### src/fpbic_pkg.sv
// fpbic_pkg.sv: constants and types shared by the front-panel controller
// assumes a 25 MHz pclk and a synchronous single-clock system
package fpbic_pkg;

  // ****************************************
  // timing
  // ****************************************
  localparam int CLK_HZ = 25_000_000;
  localparam int LONG_MIN_MS = 1000;
  localparam int LONG_MAX_MS = 2000;
  localparam int EXT_MIN_MS = 5000;
  localparam int DEBOUNCE_US = 10_000;
  localparam int LONG_MIN_CYC = (LONG_MIN_MS * (CLK_HZ / 1000));
  localparam int LONG_MAX_CYC = (LONG_MAX_MS * (CLK_HZ / 1000));
  localparam int EXT_MIN_CYC = (EXT_MIN_MS * (CLK_HZ / 1000));
  localparam int DEBOUNCE_CYC = (DEBOUNCE_US * (CLK_HZ / 1_000_000));
  localparam int SEC_CYC = CLK_HZ;

  // ****************************************
  // register map
  // ****************************************
  localparam logic [11:0] CTRL_OFS = 12'h000;
  localparam logic [11:0] STAT_OFS = 12'h004;
  localparam logic [11:0] POS_OFS = 12'h008;
  localparam logic [11:0] ICON_OFS = 12'h00C;
  localparam logic [11:0] EVT_OFS = 12'h010;
  localparam int CTRL_DIAG_EN_BIT = 0;
  localparam int CTRL_DIAG_CLR_BIT = 1;
  localparam int CTRL_LN_WIRING_BIT = 2;
  localparam int CTRL_BILLING_BIT = 3;
  localparam int CTRL_CLOCK_PAGE_BIT = 4;
  localparam int CTRL_SHORTCUT_BIT = 5;
  localparam int CTRL_TARIFF_POS = 8;
  localparam int CTRL_EDIT_BIT = 15;
  localparam logic [31:0] CTRL_RST = 32'h0000_0001;
  localparam logic [3:0] NUM_DISPLAYS = 4'h9;
  localparam logic [7:0] NUM_PAGES = 8'h10;

  // ****************************************
  // types
  // ****************************************
  typedef enum logic [2:0] {
    FPBIC_IDLE = 3'b000,
    FPBIC_SEL = 3'b001,
    FPBIC_ADV = 3'b010,
    FPBIC_BOTH = 3'b011,
    FPBIC_DONE = 3'b100
  } fpbic_btn_e;

  typedef enum logic [1:0] {
    FPBIC_DIAG_NONE = 2'b00,
    FPBIC_DIAG_BATT = 2'b01,
    FPBIC_DIAG_FIELD = 2'b10,
    FPBIC_DIAG_GEN = 2'b11
  } fpbic_diag_e;

  typedef enum logic [1:0] {
    FPBIC_PF_NOLOAD = 2'b00,
    FPBIC_PF_IMPORT = 2'b01,
    FPBIC_PF_EXPORT = 2'b10
  } fpbic_pf_e;

endpackage

### src/fpbic_top.sv
// fpbic_top.sv: button classifier, navigation and status icon driver
// assumes synchronous button levels (active high = pressed) and
// analog comparators already resolved to per-phase flags
//
// Overview of operation
// - press classed short, long 1 to 5 s, or extended 5 s and over
// - page-advance acts at press, not release
// - page-advance: next page in display, next item or digit in programming
// - select acts on release, extended hold in display mode at 5 s; action depends on hold time
// - display mode: select short next display, over 5 s enters programming
// - programming: select short next item, one second hold selects item
// - both short in display mode returns to start page
// - both over 5 s on chosen pages jumps to page menu
// - both short on clock page toggles test display
// - position shown as display, page and item numbers
// - tariff icon shown only on billing displays
// - diagnostic active: tariff position alternates with diagnostic icon
// - diagnostic icon held steady; only the highest priority one is shown
// - priority battery over field over general messages
// - battery icon follows low battery condition itself
// - field icon self clears; start and end events logged
// - general icon stays until cleared by control write or reset; can be disabled
// - power-flow icon: no load, import, export
// - phase indicators use wiring-selected voltage set
// - phase steady above dip, blinks below dip
// - phase below interruption shows a dash
// - refresh once per second, clock page twice per second
`timescale 1ns/10ps
`default_nettype none
module fpbic_top #(
  parameter int LONG_MIN = fpbic_pkg::LONG_MIN_CYC,
  parameter int LONG_MAX = fpbic_pkg::LONG_MAX_CYC,
  parameter int EXT_MIN = fpbic_pkg::EXT_MIN_CYC,
  parameter int DEBOUNCE = fpbic_pkg::DEBOUNCE_CYC,
  parameter int SEC = fpbic_pkg::SEC_CYC
) (
  input wire logic pclk,
  input wire logic presetn,
  input wire logic clk_en,
  input wire logic psel,
  input wire logic penable,
  input wire logic pwrite,
  input wire logic [11:0] paddr,
  input wire logic [31:0] pwdata,
  output logic [31:0] prdata,
  output logic pready,
  output logic pslverr,
  input wire logic btn_adv,
  input wire logic btn_sel,
  input wire logic batt_low,
  input wire logic field_high,
  input wire logic diag_msg,
  input wire logic [1:0] power_flow,
  input wire logic [2:0] line_to_neutral_voltages_dip,
  input wire logic [2:0] line_to_neutral_voltages_intr,
  input wire logic [2:0] line_to_line_voltages_dip,
  input wire logic [2:0] line_to_line_voltages_intr,
  output logic prog_mode,
  output logic test_display,
  output logic [3:0] disp_num,
  output logic [7:0] page_num,
  output logic [7:0] item_num,
  output logic digit_step,
  output logic item_select,
  output logic shortcut_menu,
  output logic refresh,
  output logic [7:0] tariff_icons,
  output logic [1:0] diag_icon,
  output logic [1:0] pf_icon,
  output logic [2:0] phase_on,
  output logic [2:0] phase_dash,
  output logic field_evt
);
  import fpbic_pkg::*;

  // ****************************************
  // state
  // ****************************************
  typedef struct packed {
    logic [1:0] adv_sy;
    logic [1:0] sel_sy;
    logic adv_db;
    logic sel_db;
    logic [31:0] adv_cnt;
    logic [31:0] sel_cnt;
    fpbic_btn_e btn;
    logic [31:0] hold;
    logic ext_done;
    logic prog;
    logic test;
    logic [3:0] disp;
    logic [7:0] page;
    logic [7:0] item;
    logic digit;
    logic sel_item;
    logic shortcut;
    logic [31:0] sec_cnt;
    logic half;
    logic refresh;
    logic [31:0] ctrl;
    logic gen_diag;
    logic field_prev;
    logic field_evt;
    logic [1:0] field_log;
    logic [31:0] prdata;
    logic [7:0] tariff;
    logic [1:0] diag;
    logic [1:0] pf;
    logic [2:0] ph_on;
    logic [2:0] ph_dash;
  } fpbic_state_s;

  fpbic_state_s s_q, s_d;
  logic [2:0] dip_sel, intr_sel;
  logic acc_wr, acc_rd, edit_mode;

  assign pready = 1'b1;
  assign pslverr = 1'b0;
  assign acc_wr = psel && penable && pwrite;
  assign acc_rd = psel && !penable && !pwrite;
  assign edit_mode = s_q.ctrl[CTRL_EDIT_BIT];

  always_comb begin
    s_d = s_q;
    s_d.digit = 1'b0;
    s_d.sel_item = 1'b0;
    s_d.shortcut = 1'b0;
    s_d.refresh = 1'b0;
    s_d.field_evt = 1'b0;
    dip_sel = 3'b000;
    intr_sel = 3'b000;

    // ****************************************
    // debounce
    // ****************************************
    s_d.adv_sy = {s_q.adv_sy[0], btn_adv};
    s_d.sel_sy = {s_q.sel_sy[0], btn_sel};
    if (s_q.adv_sy[1] == s_q.adv_db) begin
      s_d.adv_cnt = 32'h0000_0000;
    end else if (s_q.adv_cnt >= DEBOUNCE - 1) begin
      s_d.adv_db = s_q.adv_sy[1];
      s_d.adv_cnt = 32'h0000_0000;
    end else begin
      s_d.adv_cnt = s_q.adv_cnt + 32'h0000_0001;
    end
    if (s_q.sel_sy[1] == s_q.sel_db) begin
      s_d.sel_cnt = 32'h0000_0000;
    end else if (s_q.sel_cnt >= DEBOUNCE - 1) begin
      s_d.sel_db = s_q.sel_sy[1];
      s_d.sel_cnt = 32'h0000_0000;
    end else begin
      s_d.sel_cnt = s_q.sel_cnt + 32'h0000_0001;
    end

    // ****************************************
    // press classification and navigation
    // ****************************************
    if (s_q.hold != 32'hFFFF_FFFF) begin
      s_d.hold = s_q.hold + 32'h0000_0001;
    end
    case (s_q.btn)
      FPBIC_IDLE: begin
        s_d.hold = 32'h0000_0000;
        s_d.ext_done = 1'b0;
        if (s_q.adv_db && s_q.sel_db) begin
          s_d.btn = FPBIC_BOTH;
        end else if (s_q.sel_db) begin
          s_d.btn = FPBIC_SEL;
        end else if (s_q.adv_db) begin
          s_d.btn = FPBIC_ADV;
          if (!s_q.prog) begin
            s_d.page = (s_q.page == NUM_PAGES - 8'h01) ? 8'h00 :
              s_q.page + 8'h01;
          end else if (edit_mode) begin
            s_d.digit = 1'b1;
          end else begin
            s_d.item = s_q.item + 8'h01;
          end
        end
      end
      FPBIC_ADV: begin
        if (s_q.sel_db) begin
          s_d.btn = FPBIC_BOTH;
        end else if (!s_q.adv_db) begin
          s_d.btn = FPBIC_IDLE;
        end
      end
      FPBIC_SEL: begin
        if (s_q.adv_db) begin
          s_d.btn = FPBIC_BOTH;
        end else if (!s_q.prog && s_q.hold >= EXT_MIN && !s_q.ext_done) begin
          s_d.prog = 1'b1;
          s_d.item = 8'h00;
          s_d.ext_done = 1'b1;
        end else if (!s_q.sel_db) begin
          s_d.btn = FPBIC_IDLE;
          if (s_q.ext_done) begin
            s_d.btn = FPBIC_IDLE;
          end else if (s_q.hold < LONG_MIN) begin
            if (!s_q.prog) begin
              s_d.disp = (s_q.disp == NUM_DISPLAYS) ? 4'h1 :
                s_q.disp + 4'h1;
              s_d.page = 8'h00;
            end else begin
              s_d.item = s_q.item + 8'h01;
            end
          end else if (s_q.prog) begin
            // 2 to 5 s also long
            s_d.sel_item = 1'b1;
          end
        end
      end
      FPBIC_BOTH: begin
        if (!s_q.prog && s_q.hold >= EXT_MIN && !s_q.ext_done &&
            s_q.ctrl[CTRL_SHORTCUT_BIT]) begin
          s_d.shortcut = 1'b1;
          s_d.prog = 1'b1;
          s_d.ext_done = 1'b1;
        end
        if (!s_q.adv_db && !s_q.sel_db) begin
          s_d.btn = FPBIC_IDLE;
          if (!s_q.prog && !s_q.ext_done && s_q.hold < LONG_MIN) begin
            if (s_q.ctrl[CTRL_CLOCK_PAGE_BIT]) begin
              s_d.test = !s_q.test;
            end else begin
              s_d.page = 8'h00;
            end
          end
        end
      end
      default: s_d.btn = FPBIC_IDLE;
    endcase

    // ****************************************
    // registers
    // ****************************************
    if (acc_wr) begin
      case (paddr)
        CTRL_OFS: s_d.ctrl = pwdata;
        POS_OFS: s_d.prog = pwdata[0];
        default: s_d.ctrl = s_q.ctrl;
      endcase
    end
    if (acc_rd) begin
      case (paddr)
        CTRL_OFS: s_d.prdata = s_q.ctrl;
        STAT_OFS: s_d.prdata = {27'h000_0000, s_q.btn, s_q.prog, s_q.test};
        POS_OFS: s_d.prdata = {12'h000, s_q.disp, s_q.page, s_q.item};
        ICON_OFS: s_d.prdata = {14'h0000, s_q.ph_dash, s_q.ph_on, s_q.pf,
          s_q.diag, s_q.tariff};
        EVT_OFS: s_d.prdata = {30'h0000_0000, s_q.field_log};
        default: s_d.prdata = 32'h0000_0000;
      endcase
    end

    // ****************************************
    // refresh timebase
    // ****************************************
    // 1 Hz, 2 Hz on clock page
    if (s_q.sec_cnt >= SEC / 2 - 1) begin
      s_d.sec_cnt = 32'h0000_0000;
      s_d.half = !s_q.half;
      s_d.refresh = s_q.half || s_q.ctrl[CTRL_CLOCK_PAGE_BIT];
    end else begin
      s_d.sec_cnt = s_q.sec_cnt + 32'h0000_0001;
    end

    // ****************************************
    // icons
    // ****************************************
    // sticky until cleared; set wins
    if (diag_msg) begin
      s_d.gen_diag = 1'b1;
    end else if (acc_wr && paddr == CTRL_OFS && pwdata[CTRL_DIAG_CLR_BIT]) begin
      s_d.gen_diag = 1'b0;
    end
    s_d.field_prev = field_high;
    if (field_high != s_q.field_prev) begin
      s_d.field_evt = 1'b1;
      s_d.field_log = {field_high, !field_high};
    end
    if (batt_low) begin
      s_d.diag = FPBIC_DIAG_BATT;
    end else if (field_high) begin
      s_d.diag = FPBIC_DIAG_FIELD;
    end else if (s_q.gen_diag && s_q.ctrl[CTRL_DIAG_EN_BIT]) begin
      s_d.diag = FPBIC_DIAG_GEN;
    end else begin
      s_d.diag = FPBIC_DIAG_NONE;
    end
    s_d.tariff = 8'h00;
    if (s_q.ctrl[CTRL_BILLING_BIT] && !(s_q.diag != FPBIC_DIAG_NONE &&
        s_q.half)) begin
      s_d.tariff[s_q.ctrl[CTRL_TARIFF_POS +: 3]] = 1'b1;
    end
    s_d.pf = (power_flow == 2'b11) ? FPBIC_PF_NOLOAD : power_flow;
    dip_sel = s_q.ctrl[CTRL_LN_WIRING_BIT] ?
      line_to_neutral_voltages_dip : line_to_line_voltages_dip;
    intr_sel = s_q.ctrl[CTRL_LN_WIRING_BIT] ?
      line_to_neutral_voltages_intr : line_to_line_voltages_intr;
    s_d.ph_dash = intr_sel;
    s_d.ph_on = ~intr_sel & ~(dip_sel & {3{s_q.half}});
  end

  always_ff @(posedge pclk or negedge presetn) begin
    if (!presetn) begin
      s_q <= '0;
      s_q.ctrl <= CTRL_RST;
      s_q.disp <= 4'h1;
    end else if (clk_en) begin
      s_q <= s_d;
    end
  end

  // ****************************************
  // outputs
  // ****************************************
  // position numbers out
  assign disp_num = s_q.disp;
  assign page_num = s_q.page;
  assign item_num = s_q.item;
  assign prog_mode = s_q.prog;
  assign test_display = s_q.test;
  assign digit_step = s_q.digit;
  assign item_select = s_q.sel_item;
  assign shortcut_menu = s_q.shortcut;
  assign refresh = s_q.refresh;
  assign tariff_icons = s_q.tariff;
  assign diag_icon = s_q.diag;
  assign pf_icon = s_q.pf;
  assign phase_on = s_q.ph_on;
  assign phase_dash = s_q.ph_dash;
  assign field_evt = s_q.field_evt;
  assign prdata = s_q.prdata;

  // ****************************************
  // checks
  // ****************************************
  a_battery_first: assert property (@(posedge pclk) disable iff (!presetn)
    clk_en && batt_low |=> diag_icon == FPBIC_DIAG_BATT)
    else $error("battery not highest priority");
  a_field_over_gen: assert property (@(posedge pclk) disable iff (!presetn)
    clk_en && !batt_low && field_high |=> diag_icon == FPBIC_DIAG_FIELD)
    else $error("field icon missing");
  a_dash_phase: assert property (@(posedge pclk) disable iff (!presetn)
    (phase_dash & phase_on) == 3'b000)
    else $error("dashed phase also lit");
  a_tariff_billing: assert property (@(posedge pclk) disable iff (!presetn)
    clk_en && !s_q.ctrl[CTRL_BILLING_BIT] |=> tariff_icons == 8'h00)
    else $error("tariff shown off billing");
  a_tariff_onehot: assert property (@(posedge pclk) disable iff (!presetn)
    $onehot0(tariff_icons))
    else $error("more than one tariff icon");
  a_gen_sticky: assert property (@(posedge pclk) disable iff (!presetn)
    clk_en && diag_msg |=> s_q.gen_diag)
    else $error("general diagnostic lost");
  a_pf_legal: assert property (@(posedge pclk) disable iff (!presetn)
    pf_icon != 2'b11)
    else $error("illegal power flow icon");
  a_ext_prog: assert property (@(posedge pclk) disable iff (!presetn)
    clk_en && s_q.btn == FPBIC_SEL && !s_q.prog && !s_q.adv_db &&
    s_q.hold >= EXT_MIN && !s_q.ext_done |=> prog_mode)
    else $error("extended select missed programming");
  a_disp_range: assert property (@(posedge pclk) disable iff (!presetn)
    disp_num >= 4'h1 && disp_num <= NUM_DISPLAYS)
    else $error("display number out of range");
endmodule
`default_nettype wire

### config.mk
export PLATFORM = sky130hd
export DESIGN_NAME = fpbic_top
export DESIGN_NICKNAME = d
export VERILOG_FILES = /design/src/fpbic_pkg.sv /design/src/fpbic_top.sv
export SDC_FILE = /design/constraint.sdc
export NUM_CORES = 1
export LEC_CHECK = 0
export BUFFER_PORTS_ARGS = -buffer_cell sky130_fd_sc_hd__buf_2
export CAP_MARGIN = 40
export CORE_AREA = 2 2 210 212
export CTS_CLUSTER_SIZE = 40
export DETAILED_ROUTE_END_ITERATION = 8
export DIE_AREA = 0 0 212 214
export PLACE_DENSITY = 0.48
export REMOVE_ABC_BUFFERS = 1
export SYNTH_ARGS = -nofsm -noshare
export SYNTH_HDL_FRONTEND = slang
export SYNTH_SLANG_ARGS = --single-unit
### constraint.sdc
create_clock -name pclk -period 2.95 [get_ports pclk]
set_input_delay 0 -clock pclk [delete_from_list [all_inputs] [get_ports pclk]]
set_output_delay 0 -clock pclk [all_outputs]
set_load 0.005 [all_outputs]
== Word level (Yosys, flattened, before mapping) ==
Index checks and enable logic that the tools add are counted.

* Register bits after elaboration: 252
* Input port bits: 69
* Output and inout port bits: 79
* Word-level logic and storage cells: 214

* Add/subtract/negate cells: 7
* Order comparisons: 7
* Equality and inequality tests: 39
* Mux-type cells: 70
* Bitwise gates (word level): 11
* Reductions and logical operators: 49

{| class="wikitable"
|+ Operator list
! operator !! count
|-
| $mux 32 || 7
|-
| $pmux 32 s5 || 1
|-
| $add 32x1->32 const B || 4
|-
| $mux 8 || 11
|-
| $ge 32x18->1 const B || 2
|-
| $mux 16 || 4
|-
| $mux 17 || 3
|-
| $mux 3 || 12
|-
| $ne 2x2->1 const B || 17
|-
| $ge 32x24->1 const B || 1
|-
| $ge 32x27->1 const B || 1
|-
| $lt 32x25->1 const B || 1
|-
| $ne 32x32->1 const B || 1
|-
| $eq 12x4->1 const B || 2
|-
| $pmux 8 s3 || 1
|-
| $ne 3x3->1 const B || 7
|-
| $logic_and 1x1->1 || 17
|-
| $mux 1 || 17
|-
| $add 8x1->8 const B || 2
|-
| $pmux 8 s2 || 1
|-
| $reduce_and 15->1 || 1
|-
| $mux 2 || 7
|-
| $eq 12x3->1 const B || 1
|-
| $eq 12x5->1 const B || 1
|-
| 32 further kinds || 61
|}

== Logic depth before layout (Yosys ltp) ==
Gate-level depths: netlist of run 1.

* Word-level depth: 8
* Depth in mapped cells: 9
* Mapped depth without buffers: 7

== Worst setup path after synthesis of run 1 ==
OpenSTA, ideal clock, no wires.

* Kind: register to register
* From: reg s_q[214] in the netlist's numbering
* To: reg s_q[222] in the netlist's numbering
* Setup time: 66 ps
* Data arrival time: 2295 ps
* Required time: 2884 ps
* Path slack: 589 ps
* Cell stages (with the launch flop): 9
* Period minus slack after synthesis: 2361 ps
* Path through: dfrtp_1 > ha_1 > and3_1 > o41a_1 > o21ai_1 > a21oi_1 > nor4_2 > buf_2 > a22o_1

* Cells in the longest elaborated chain, start to end: 3
* Elaborated cells on any way between the ends: 4
* Those cells by class: add/sub: 1; order compare: 1; mux: 2

{| class="wikitable"
|+ Ends and longest elaborated chain
! item !! line !! RTL
|-
| start, declared || fpbic_top.sv:113 || <nowiki>fpbic_state_s s_q, s_d;</nowiki>
|-
| $add 32x1->32 or $ge 32x18->1 (tied branches) || fpbic_top.sv:144, fpbic_top.sv:140 ||
|-
| $mux 32 (*) || fpbic_top.sv:140 || <nowiki>end else if (s_q.adv_cnt >= DEBOUNCE - 1) begin</nowiki>
|-
| $mux 32 (*) || fpbic_top.sv:138 || <nowiki>if (s_q.adv_sy[1] == s_q.adv_db) begin</nowiki>
|}

Mark *: on every way between the ends. The rest lies on a longest branch, timed or not.
A chain may end at the register's enable or synchronous reset.

== Worst setup path in the final report of run 1 ==
* From: reg s_q[176] in the netlist's numbering
* To: reg s_q (netlist bit disp_num[1])

* Cells in the longest elaborated chain, start to end: 5
* Elaborated cells on any way between the ends: 6
* Those cells by class: order compare: 2; bitwise: 1; reduce/logical: 3

{| class="wikitable"
|+ Ends and longest elaborated chain
! item !! line !! RTL
|-
| $ge 32x27->1 || fpbic_top.sv:191 || <nowiki>end else if (!s_q.prog && s_q.hold >= EXT_MIN && !s_q.ext_done) begin</nowiki>
|-
| $logic_and 1x1->1 (2 in a row) || fpbic_top.sv:191 ||
|-
| $not 1->1 (no line) || n/a ||
|-
| $reduce_and 8->1 (no line) (*) || n/a ||
|}

Marked as above.

==> flow_summary.toml, run 1 <==
[pwr]
total_power_mw = 8.225
peakVddDrop_uv = 362.4
power_leakage_nw = 7.007
power_density_mw_per_mm2 = 535.4

[floorplanning]
die_w_um = 212
rows = 76
start_util_pct = 29.69
core_area_mm2 = 0.04289
io_pins = 148
fp.dieH_um = 214
die-area_mm2 = 0.04537

[clock_network]
clock-root-buffer = "clkbuf_16"
cts_buffers = 31
cts_htree_levels = 1
path_clk_slew_ns = 0.06
ctsResizeCount = 0
cts_hold_buffers = 60
cts_tree = "done"
cts_setup_buffers = 0
clk_latency_ns = 0.57
clock_path_buffers = 3
clock-sinks = 251

[sta]
tightest_slew_ns = 0.8924
setup_viol = 0
maxSlewViolCount = 0
fmax_ghz = 0.3933
hold_ws_ns = 0.05794
period_share_pct = 86.19
slew_headroom_pct = 40.51
finalClockSkew_ns = 0.01376
rsz0062_at_grt = "false"
fin_ws_ns = 0.4075
period_needed_ns = 2.542
final_hold_viol_count = 0
fin_setup_tns_ns = 0

[synth]
ys_types = 66
synth_edf_count = 0
synth_area_per_cell_um2 = 9.996
synthArstFlopShare_pct = 100.0
synth_xor_xnor_area_share_pct = 3.439
seq_area_frac_synth_pct = 49.34
synth_mux_area_share_pct = 6.013
synthFlopType = "dfrtp_1"
ys_warn_count = 0
synth_compound_area_share_pct = 14.24
synth_area_mm2 = 0.01273
synth_fa_ha_area_share_pct = 0.6878
synthCells = 1274
synth_seq_cells = 251
synth_top_family_by_area = "simple AND/OR/NAND/NOR gates"
synthSimpleGateAreaFrac_pct = 19.32

[critical_path]
worst_ep_required_time_ns = 3.41
crit_type = "register to register"
crit_arrival_ns = 3.00
worstSetupStartpointType = "register"
endpoint_kind = "register"
cp_max_fo = 6

[placement]
pre_cts_ws_ns = 0.4209
place_congestion = 0.7634
dp_hpwl_um = 22740
placed_cells = 1900
post_dp_cell_area_mm2 = 0.01370
io_buffers = 145

[routing]
drt_iter0_markers = 647
post_drt_via_cell_ratio = 4.922
vias = 9927
drc = 0
drt-wirelength-per-cell_um = 17.03
wl_um = 34360
ant_nets = 0
drt-pass1-iter-count = 6

[job]
drv_cap = 0

[finish]
n_antenna_cell = 0
design_area_mm2 = 0.01536
fillers = 4293
nNetsFinal = 1484
fin_util_pct = 35.82
syn_to_final_growth_pct = 20.63
layout_common_cells = "dfrtp_1 (249), buf_2 (143), nor2_1 (114), nand2_1 (87), nand3_1 (66)"
final_cells = 2017
drive_gt1_share_pct = 19.76
final_common_cell = "dfrtp_1"

[run_status]
status = "finished clean"

[grt]
grt_pass1_wl_um = 55410
grt_start_max_net_pins = 143
grt_usage_pct = 15.03
antenna_found_initial = 1
grt-ovfl-total = 0
grt_pass1_vias = 9812

[hold_path]
hp-class = "input pin to register"
[final timing paths]
kind	from	end	slack, ns	cells past startpoint
hold / removal	paddr[3]	prog_mode$_DFFE_PN0P_	0.06	5
hold reg to reg	item_select$_DFFE_PN0P_	item_select$_DFFE_PN0P_	0.48	1
min in group asynchronous	presetn	s_q[96]$_DFFE_PN0P_	0.07	3
setup / recovery	s_q[176]$_DFFE_PN0P_	disp_num[1]$_DFFE_PN0P_	0.41	6
setup reg to reg	s_q[176]$_DFFE_PN0P_	disp_num[1]$_DFFE_PN0P_	0.41	6
max in group asynchronous	presetn	s_q[169]$_DFFE_PN0P_	2.15	3
[worst max-delay path: stages (launching register included)]
cell	delay [ns]
dfrtp_1	0.42
or4_1	0.56
or3_4	0.40
a211oi_4	0.25
and4_1	0.39
nand2_1	0.11
mux2_4	0.30
[area by class of cell]
class / instances / area (µm²) / area share [%]
Timing Repair Buffer: 235 / 1602 / 10.43
Inverter: 27 / 101.3 / 0.6597
Sequential cell: 251 / 6284 / 40.90
Clock inverter: 9 / 152.6 / 0.9936
Tap cell: 585 / 732.0 / 4.765
Clock buffer: 48 / 909.6 / 5.921
Multi-Input combinational cell: 862 / 5582 / 36.33
[cells in the mapped netlist (7+ instances only)]
master	instances	area share, %
or4_1	9	0.53
xnor2_1	14	0.96
mux2i_1	21	1.7
nor4_1	15	0.74
o31ai_1	16	0.94
a21oi_1	49	1.9
inv_1	27	0.80
nand4_1	25	1.2
nor2b_1	55	2.7
and2_1	16	0.79
nand2_1	87	2.6
and4_1	10	0.69
nor3_1	21	0.83
buf_4	73	4.3
dfrtp_1	249	49
o21ai_0	42	1.7
ha_1	7	0.69
o21ai_1	17	0.67
clkbuf_1	56	1.7
o2bb2ai_1	11	0.76
xor2_1	36	2.5
mux2_2	40	3.5
and3_1	28	1.4
a31oi_1	13	0.64
nor2_1	114	3.4
a22o_1	38	2.6
o41ai_1	17	1.2
a211oi_1	8	0.47
nand3_1	66	2.6
[routing by layer]
layer,routed length (µm),GRT usage [%],part of all wire (%),up-vias
met2,15160,22.99,44,189
li1,-,-,-,4789
met3,1771,3.049,5.2,36
met5,0,0,0,-
met4,554,3.498,1.6,0
met1,16870,21.74,49,4913
[where the power goes]
group	total, mW	internal (mW)	switching [mW]
Clock	3.99	2.46	1.53
Sequential	3.67	3.54	0.122
Combinational	0.572	0.258	0.314
Total	8.23	6.26	1.97
[cell families (layout without fill, tap and decap cells)]
kind of cell | count (synthesis) | count (layout)
compound gates | 260 | 260
xor+xnor | 50 | 50
fa+ha+maj | 7 | 7
buf+inv | 161 | 319
flops | 251 | 251
mux | 66 | 66
other cells | 2 | 2
simple gates | 477 | 477
[state kept, by name, summed over array words and instances (netlist names), 2 cells and up]
| signal | cells |
|---|---|
| s_q | 171 |
| prdata | 32 |
| item_num | 8 |
| page_num | 8 |
| tariff_icons | 8 |
| disp_num | 4 |
| phase_dash | 3 |
| phase_on | 3 |
| diag_icon | 2 |
| pf_icon | 2 |
| s_d | 2 |
Note: power is estimated with default switching activity, not from simulation.
==> run 2, diff against run 1 <==
Settings changed: CORE_AREA 2 2 210 212 to 2 2 160 162, DIE_AREA 0 0 212 214 to 0 0 162 164, PLACE_DENSITY 0.48 to 0.74.
==> flow_summary.toml, run 2 (synthesized netlist as in run 1, its figures left out) <==
[critical_path]
endpoint_kind = "register"
max_stage_delay_ns = 0.55
rr_endpoint = "disp_num[1]$_DFFE_PN0P_"
r2r-start = "s_q[176]$_DFFE_PN0P_"
worst_ep_required_time_ns = 3.39
crit_family = "simple AND/OR/NAND/NOR gates"
worstRegToRegCells = 6
cpMaxStageDelayCell = "or4_1"
cp.depth = 6
r2r_setup_slack_ns = 0.43
crit_arrival_ns = 2.96
path_cells = "or4_1, or3_4, a211oi_4, and4_1, nand2_1, mux2_4"
critPathBufInv = 0
cp_max_fo = 6
worstSetupStartpointType = "register"
crit_type = "register to register"

[clock_network]
cts_htree_levels = 1
clk_latency_ns = 0.56
cts_buffers = 27
cts_setup_buffers = 0
clock-sinks = 251
ctsResizeCount = 0
clock_path_buffers = 3
cts_tree = "done"
clock-root-buffer = "clkbuf_16"
cts_hold_buffers = 57
path_clk_slew_ns = 0.06

[floorplanning]
io_pins = 148
rows = 58
die_w_um = 162
die-area_mm2 = 0.02657
fp.dieH_um = 164
core_area_mm2 = 0.02482
start_util_pct = 51.31

[finish]
syn_to_final_growth_pct = 17.78
final_common_cell = "dfrtp_1"
nNetsFinal = 1478
drive_gt1_share_pct = 20.04
fillers = 2012
layout_common_cells = "dfrtp_1 (249), buf_2 (143), nor2_1 (114), nand2_1 (87), nand3_1 (66)"
top_register = "s_q"
fin_util_pct = 60.44
largest_reg_flops = 171

[pwr]
switching_share_pct = 22.99
combPwrFrac_pct = 7.0
p_clk_share_pct = 47.5
power_density_mw_per_mm2 = 536.7
p_switching_mw = 1.851
internal_power_mw = 6.199
power_leakage_nw = 6.988
peakVddDrop_uv = 373.3
p_seq_share_pct = 45.5
total_power_mw = 8.050

[hold_path]
hp-class = "input pin to asynchronous set/reset pin"

[sta]
maxSlewViolCount = 0
period_share_pct = 85.50
period_needed_ns = 2.522
final_hold_viol_count = 0
finalClockSkew_ns = 0.01671
fmax_ghz = 0.3965
rsz0062_at_grt = "false"
tightest_slew_ns = 0.7563
setup_viol = 0
slew_headroom_pct = 48.92

[run_status]
status = "finished clean"

[grt]
antenna_found_initial = 1
grt_pass1_vias = 9800
grt_pass1_wl_um = 50970
grt_usage_pct = 23.42
grt_start_max_net_pins = 93
grt-ovfl-total = 0

[routing]
post_drt_via_cell_ratio = 5.871
wl_um = 31280
ant_nets = 0
drt_iter0_markers = 828
vias = 10291
drt-pass1-iter-count = 5
drc = 0
drt-wirelength-per-cell_um = 17.85

[placement]
io_buffers = 145
dp_hpwl_um = 20720
place_congestion = 0.8307

[job]
drv_cap = 0
==> run 2: cell count changes in the layout (fill, tap and decap cells not counted), sizes merged, moves of 2 or more <==
| cell | previous run | this run |
|---|---|---|
| dlygate4sd3 | 60 | 57 |
| clkinv | 3 | 5 |
| bufinv | 4 | 6 |
| clkbuf | 48 | 36 |
==> run 2: power by group through the flow <==
stage	registers [mW]	logic, mW	clock network, mW
floorplan	3.69	0.238	0
global placement	3.72	0.488	0
detailed placement	3.72	0.503	0
CTS	3.66	0.565	3.89
global route	3.68	0.631	4.03
finish	3.67	0.563	3.82
==> run 2: per-stage QoR <==
stage	setup slack, ns	hold slack [ns]	area (µm²)	TNS [ns]	cells
3_5_place_dp	0.4420	0.07577	13400	0	1646
5_1_grt	0.3470	0.07121	15000	0	1752
6_report	0.4279	0.04903	15000	0	1753
3_3_place_gp	0.4730	0.07089	13390	0	1645
2_1_floorplan	-0.2984	-0.2956	11960	-9.615	1140
4_1_cts	0.4340	0.03965	15000	0	1752
==> run 2: worst max-delay path by stage <==
stage / slack [ns] / to / start
after floorplan: -0.30 / edit_mode$_DFFE_PN0P_ / paddr[7]
after global placement: 0.47 / disp_num[1]$_DFFE_PN0P_ / s_q[176]$_DFFE_PN0P_
after detailed placement: 0.44 / disp_num[1]$_DFFE_PN0P_ / s_q[176]$_DFFE_PN0P_
after CTS: 0.43 / disp_num[1]$_DFFE_PN0P_ / s_q[176]$_DFFE_PN0P_
after global routing: 0.35 / disp_num[1]$_DFFE_PN0P_ / s_q[176]$_DFFE_PN0P_
final: 0.43 / disp_num[1]$_DFFE_PN0P_ / s_q[176]$_DFFE_PN0P_
==> run 2: layout make-up <==
cell class / instances / area (µm²) / share of cell area, %
timing repair buffer: 233 / 1595 / 10.64
clock inverter: 13 / 232.7 / 1.552
multi-input combinational: 862 / 5582 / 37.21
inverter: 27 / 101.3 / 0.6757
tap: 330 / 412.9 / 2.753
antenna: 1 / 2.502 / 0.01668
sequential: 251 / 6284 / 41.89
clock buffer: 36 / 789.5 / 5.264
==> run 2: metal layers <==
layer / routed length [µm] / vias to the layer above / global-route usage (%)
met2: 14400 / 322 / 36.92
met4: 882 / 0 / 6.677
li1: - / 4797 / -
met3: 1922 / 72 / 4.040
met5: 0 / - / 0
met1: 14080 / 5100 / 33.54
==> run 3, diff against run 2 <==
Settings changed: BUFFER_PORTS_ARGS -buffer_cell sky130_fd_sc_hd__buf_2 to unset, CTS_BUF_LIST set to sky130_fd_sc_hd__clkbuf_16, DONT_BUFFER_PORTS set to 1, PLACE_DENSITY 0.74 to 0.68.
==> flow_summary.toml, run 3 (synthesized netlist as in run 1, its figures left out) <==
[grt]
grt_start_max_net_pins = 252
antenna_found_initial = 3
grt-ovfl-total = 0
grt_pass1_vias = 9219
grt_usage_pct = 22.65
grt_pass1_wl_um = 48900

[routing]
drt_iter0_markers = 761
drc = 0
vias = 9582
post_drt_via_cell_ratio = 5.952
ant_nets = 0
drt-wirelength-per-cell_um = 18.83
wl_um = 30320
drt-pass1-iter-count = 5

[critical_path]
rr_endpoint = "disp_num[1]$_DFFE_PN0P_"
critPathMostFrequentCell = "dlygate4sd3_1"
critPathBufInv = 4
crit_start = "clk_en"
path_cells = "dlygate4sd3_1, buf_16, nand2_1, nor3_2, nand2_1, dlygate4sd3_1, o21ai_0, dlygate4sd3_1"
crit_family = "buffers and inverters"
cpMaxStageDelayCell = "dlygate4sd3_1"
crit_arrival_ns = 3.21
max_stage_delay_ns = 0.83
r2r_setup_slack_ns = 0.39
cp_max_fo = 114
worst_ep_required_time_ns = 3.43
worstSetupStartpointType = "input pin"
endpoint_kind = "register"
r2r-start = "s_q[176]$_DFFE_PN0P_"
worstRegToRegCells = 6
crit_type = "input pin to register"

[sta]
final_hold_viol_count = 251
fin_setup_tns_ns = 0
period_share_pct = 92.79
finalClockSkew_ns = 0.02108
tightest_slew_ns = 0.9022
period_needed_ns = 2.737
maxSlewViolCount = 0
slew_headroom_pct = 39.82
setup_viol = 0
rsz0062_at_grt = "false"
fmax_ghz = 0.3653
hold_ws_ns = -0.8482

[clock_network]
clk_latency_ns = 0.54
cts_buffers = 27
cts_htree_levels = 1
path_clk_slew_ns = 0.06
clock_path_buffers = 3
clock-sinks = 251
cts_tree = "done"
clock-root-buffer = "clkbuf_16"
cts_hold_buffers = 66
ctsResizeCount = 0
cts_setup_buffers = 0

[finish]
syn_to_final_growth_pct = 10.44
nNetsFinal = 1333
final_common_cell = "dfrtp_1"
top_register = "s_q"
largest_reg_flops = 171
final_cells = 1610
drive_gt1_share_pct = 9.546
layout_common_cells = "dfrtp_1 (249), nor2_1 (114), nand2_1 (87), nand3_1 (66), dlygate4sd3_1 (64)"

[floorplanning]
core_area_mm2 = 0.02482
start_util_pct = 51.31
fp.dieH_um = 164
io_pins = 148
rows = 58
die_w_um = 162
die-area_mm2 = 0.02657

[pwr]
peakVddDrop_uv = 465.6
power_density_mw_per_mm2 = 511.3
power_leakage_nw = 6.229

[placement]
dp_hpwl_um = 19260
io_buffers = 0
placed_cells = 1491
place_congestion = 0.8318

[job]
drv_cap = 0

[run_status]
status = "complete, but fails checks"
violations = "negative hold slack"

[hold_path]
hp-class = "input pin to asynchronous set/reset pin"
==> run 3: changes by cell type in the layout (fill, tap and decap cells not counted), sizes merged <==
cell and change:
clkinv +9, dlygate4sd3 +7, inv +7, clkinvlp -1, diode +1, bufinv -5
clkbuf -9, buf -152
==> run 3: how the worst max path moves through the flow <==
stage | to | slack (ns) | cells after the start
CTS | s_q[56]$_DFFE_PN0P_ | 0.28 | 8
finish | s_q[56]$_DFFE_PN0P_ | 0.21 | 8
detailed placement | disp_num[1]$_DFFE_PN0P_ | 0.39 | 6
global placement | s_q[227]$_DFFE_PN0P_ | 0.38 | 8
floorplan | edit_mode$_DFFE_PN0P_ | -0.30 | 4
global route | s_q[56]$_DFFE_PN0P_ | 0.05 | 8
==> run 3: per-stage QoR <==
stage,setup WS (ns),utilization [%],area (µm²),total power [mW]
5_1_grt,0.05155,56.65,14060,7.463
4_1_cts,0.2761,56.59,14040,7.253
3_3_place_gp,0.3838,50.53,12540,4.015
3_5_place_dp,0.3906,50.56,12550,4.028
2_1_floorplan,-0.2984,-,11960,3.930
6_report,0.2126,56.67,14060,7.192
==> run 3: report_power, final <==
part | switching (mW) | internal (mW) | total (mW)
clock network | 1.36 | 1.74 | 3.10
registers | 0.127 | 3.54 | 3.67
logic | 0.213 | 0.209 | 0.422
total | 1.70 | 5.49 | 7.19
==> run 3: routing by layer <==
| metal | vias to the layer above | global-route usage, % | wire length, µm |
|---|---|---|---|
| li1 | 4507 | - | - |
| met1 | 4757 | 31.13 | 13320 |
| met2 | 262 | 35.44 | 13730 |
| met3 | 54 | 6.540 | 2476 |
| met4 | 2 | 5.953 | 782 |
| met5 | - | 0 | 11 |
==> run 3: worst reg2reg max path: stages (launching register included) <==
cell      delay [ns]
dfrtp_1         0.42
or4_1           0.55
or3_4           0.40
a211oi_4        0.29
and4_1          0.39
nand2_1         0.11
mux2_4          0.30
==> run 3: final cells by class <==
class                           instances  area [µm²]
Fill cell                            2144       10750
Sequential cell                       251        6284
Multi-Input combinational cell        862        5582
Timing Repair Buffer                   88       873.3
Clock buffer                           27       675.6
Tap cell                              330       412.9
Clock inverter                         23       131.4
Inverter                               27       101.3
Antenna cell                            2       5.005
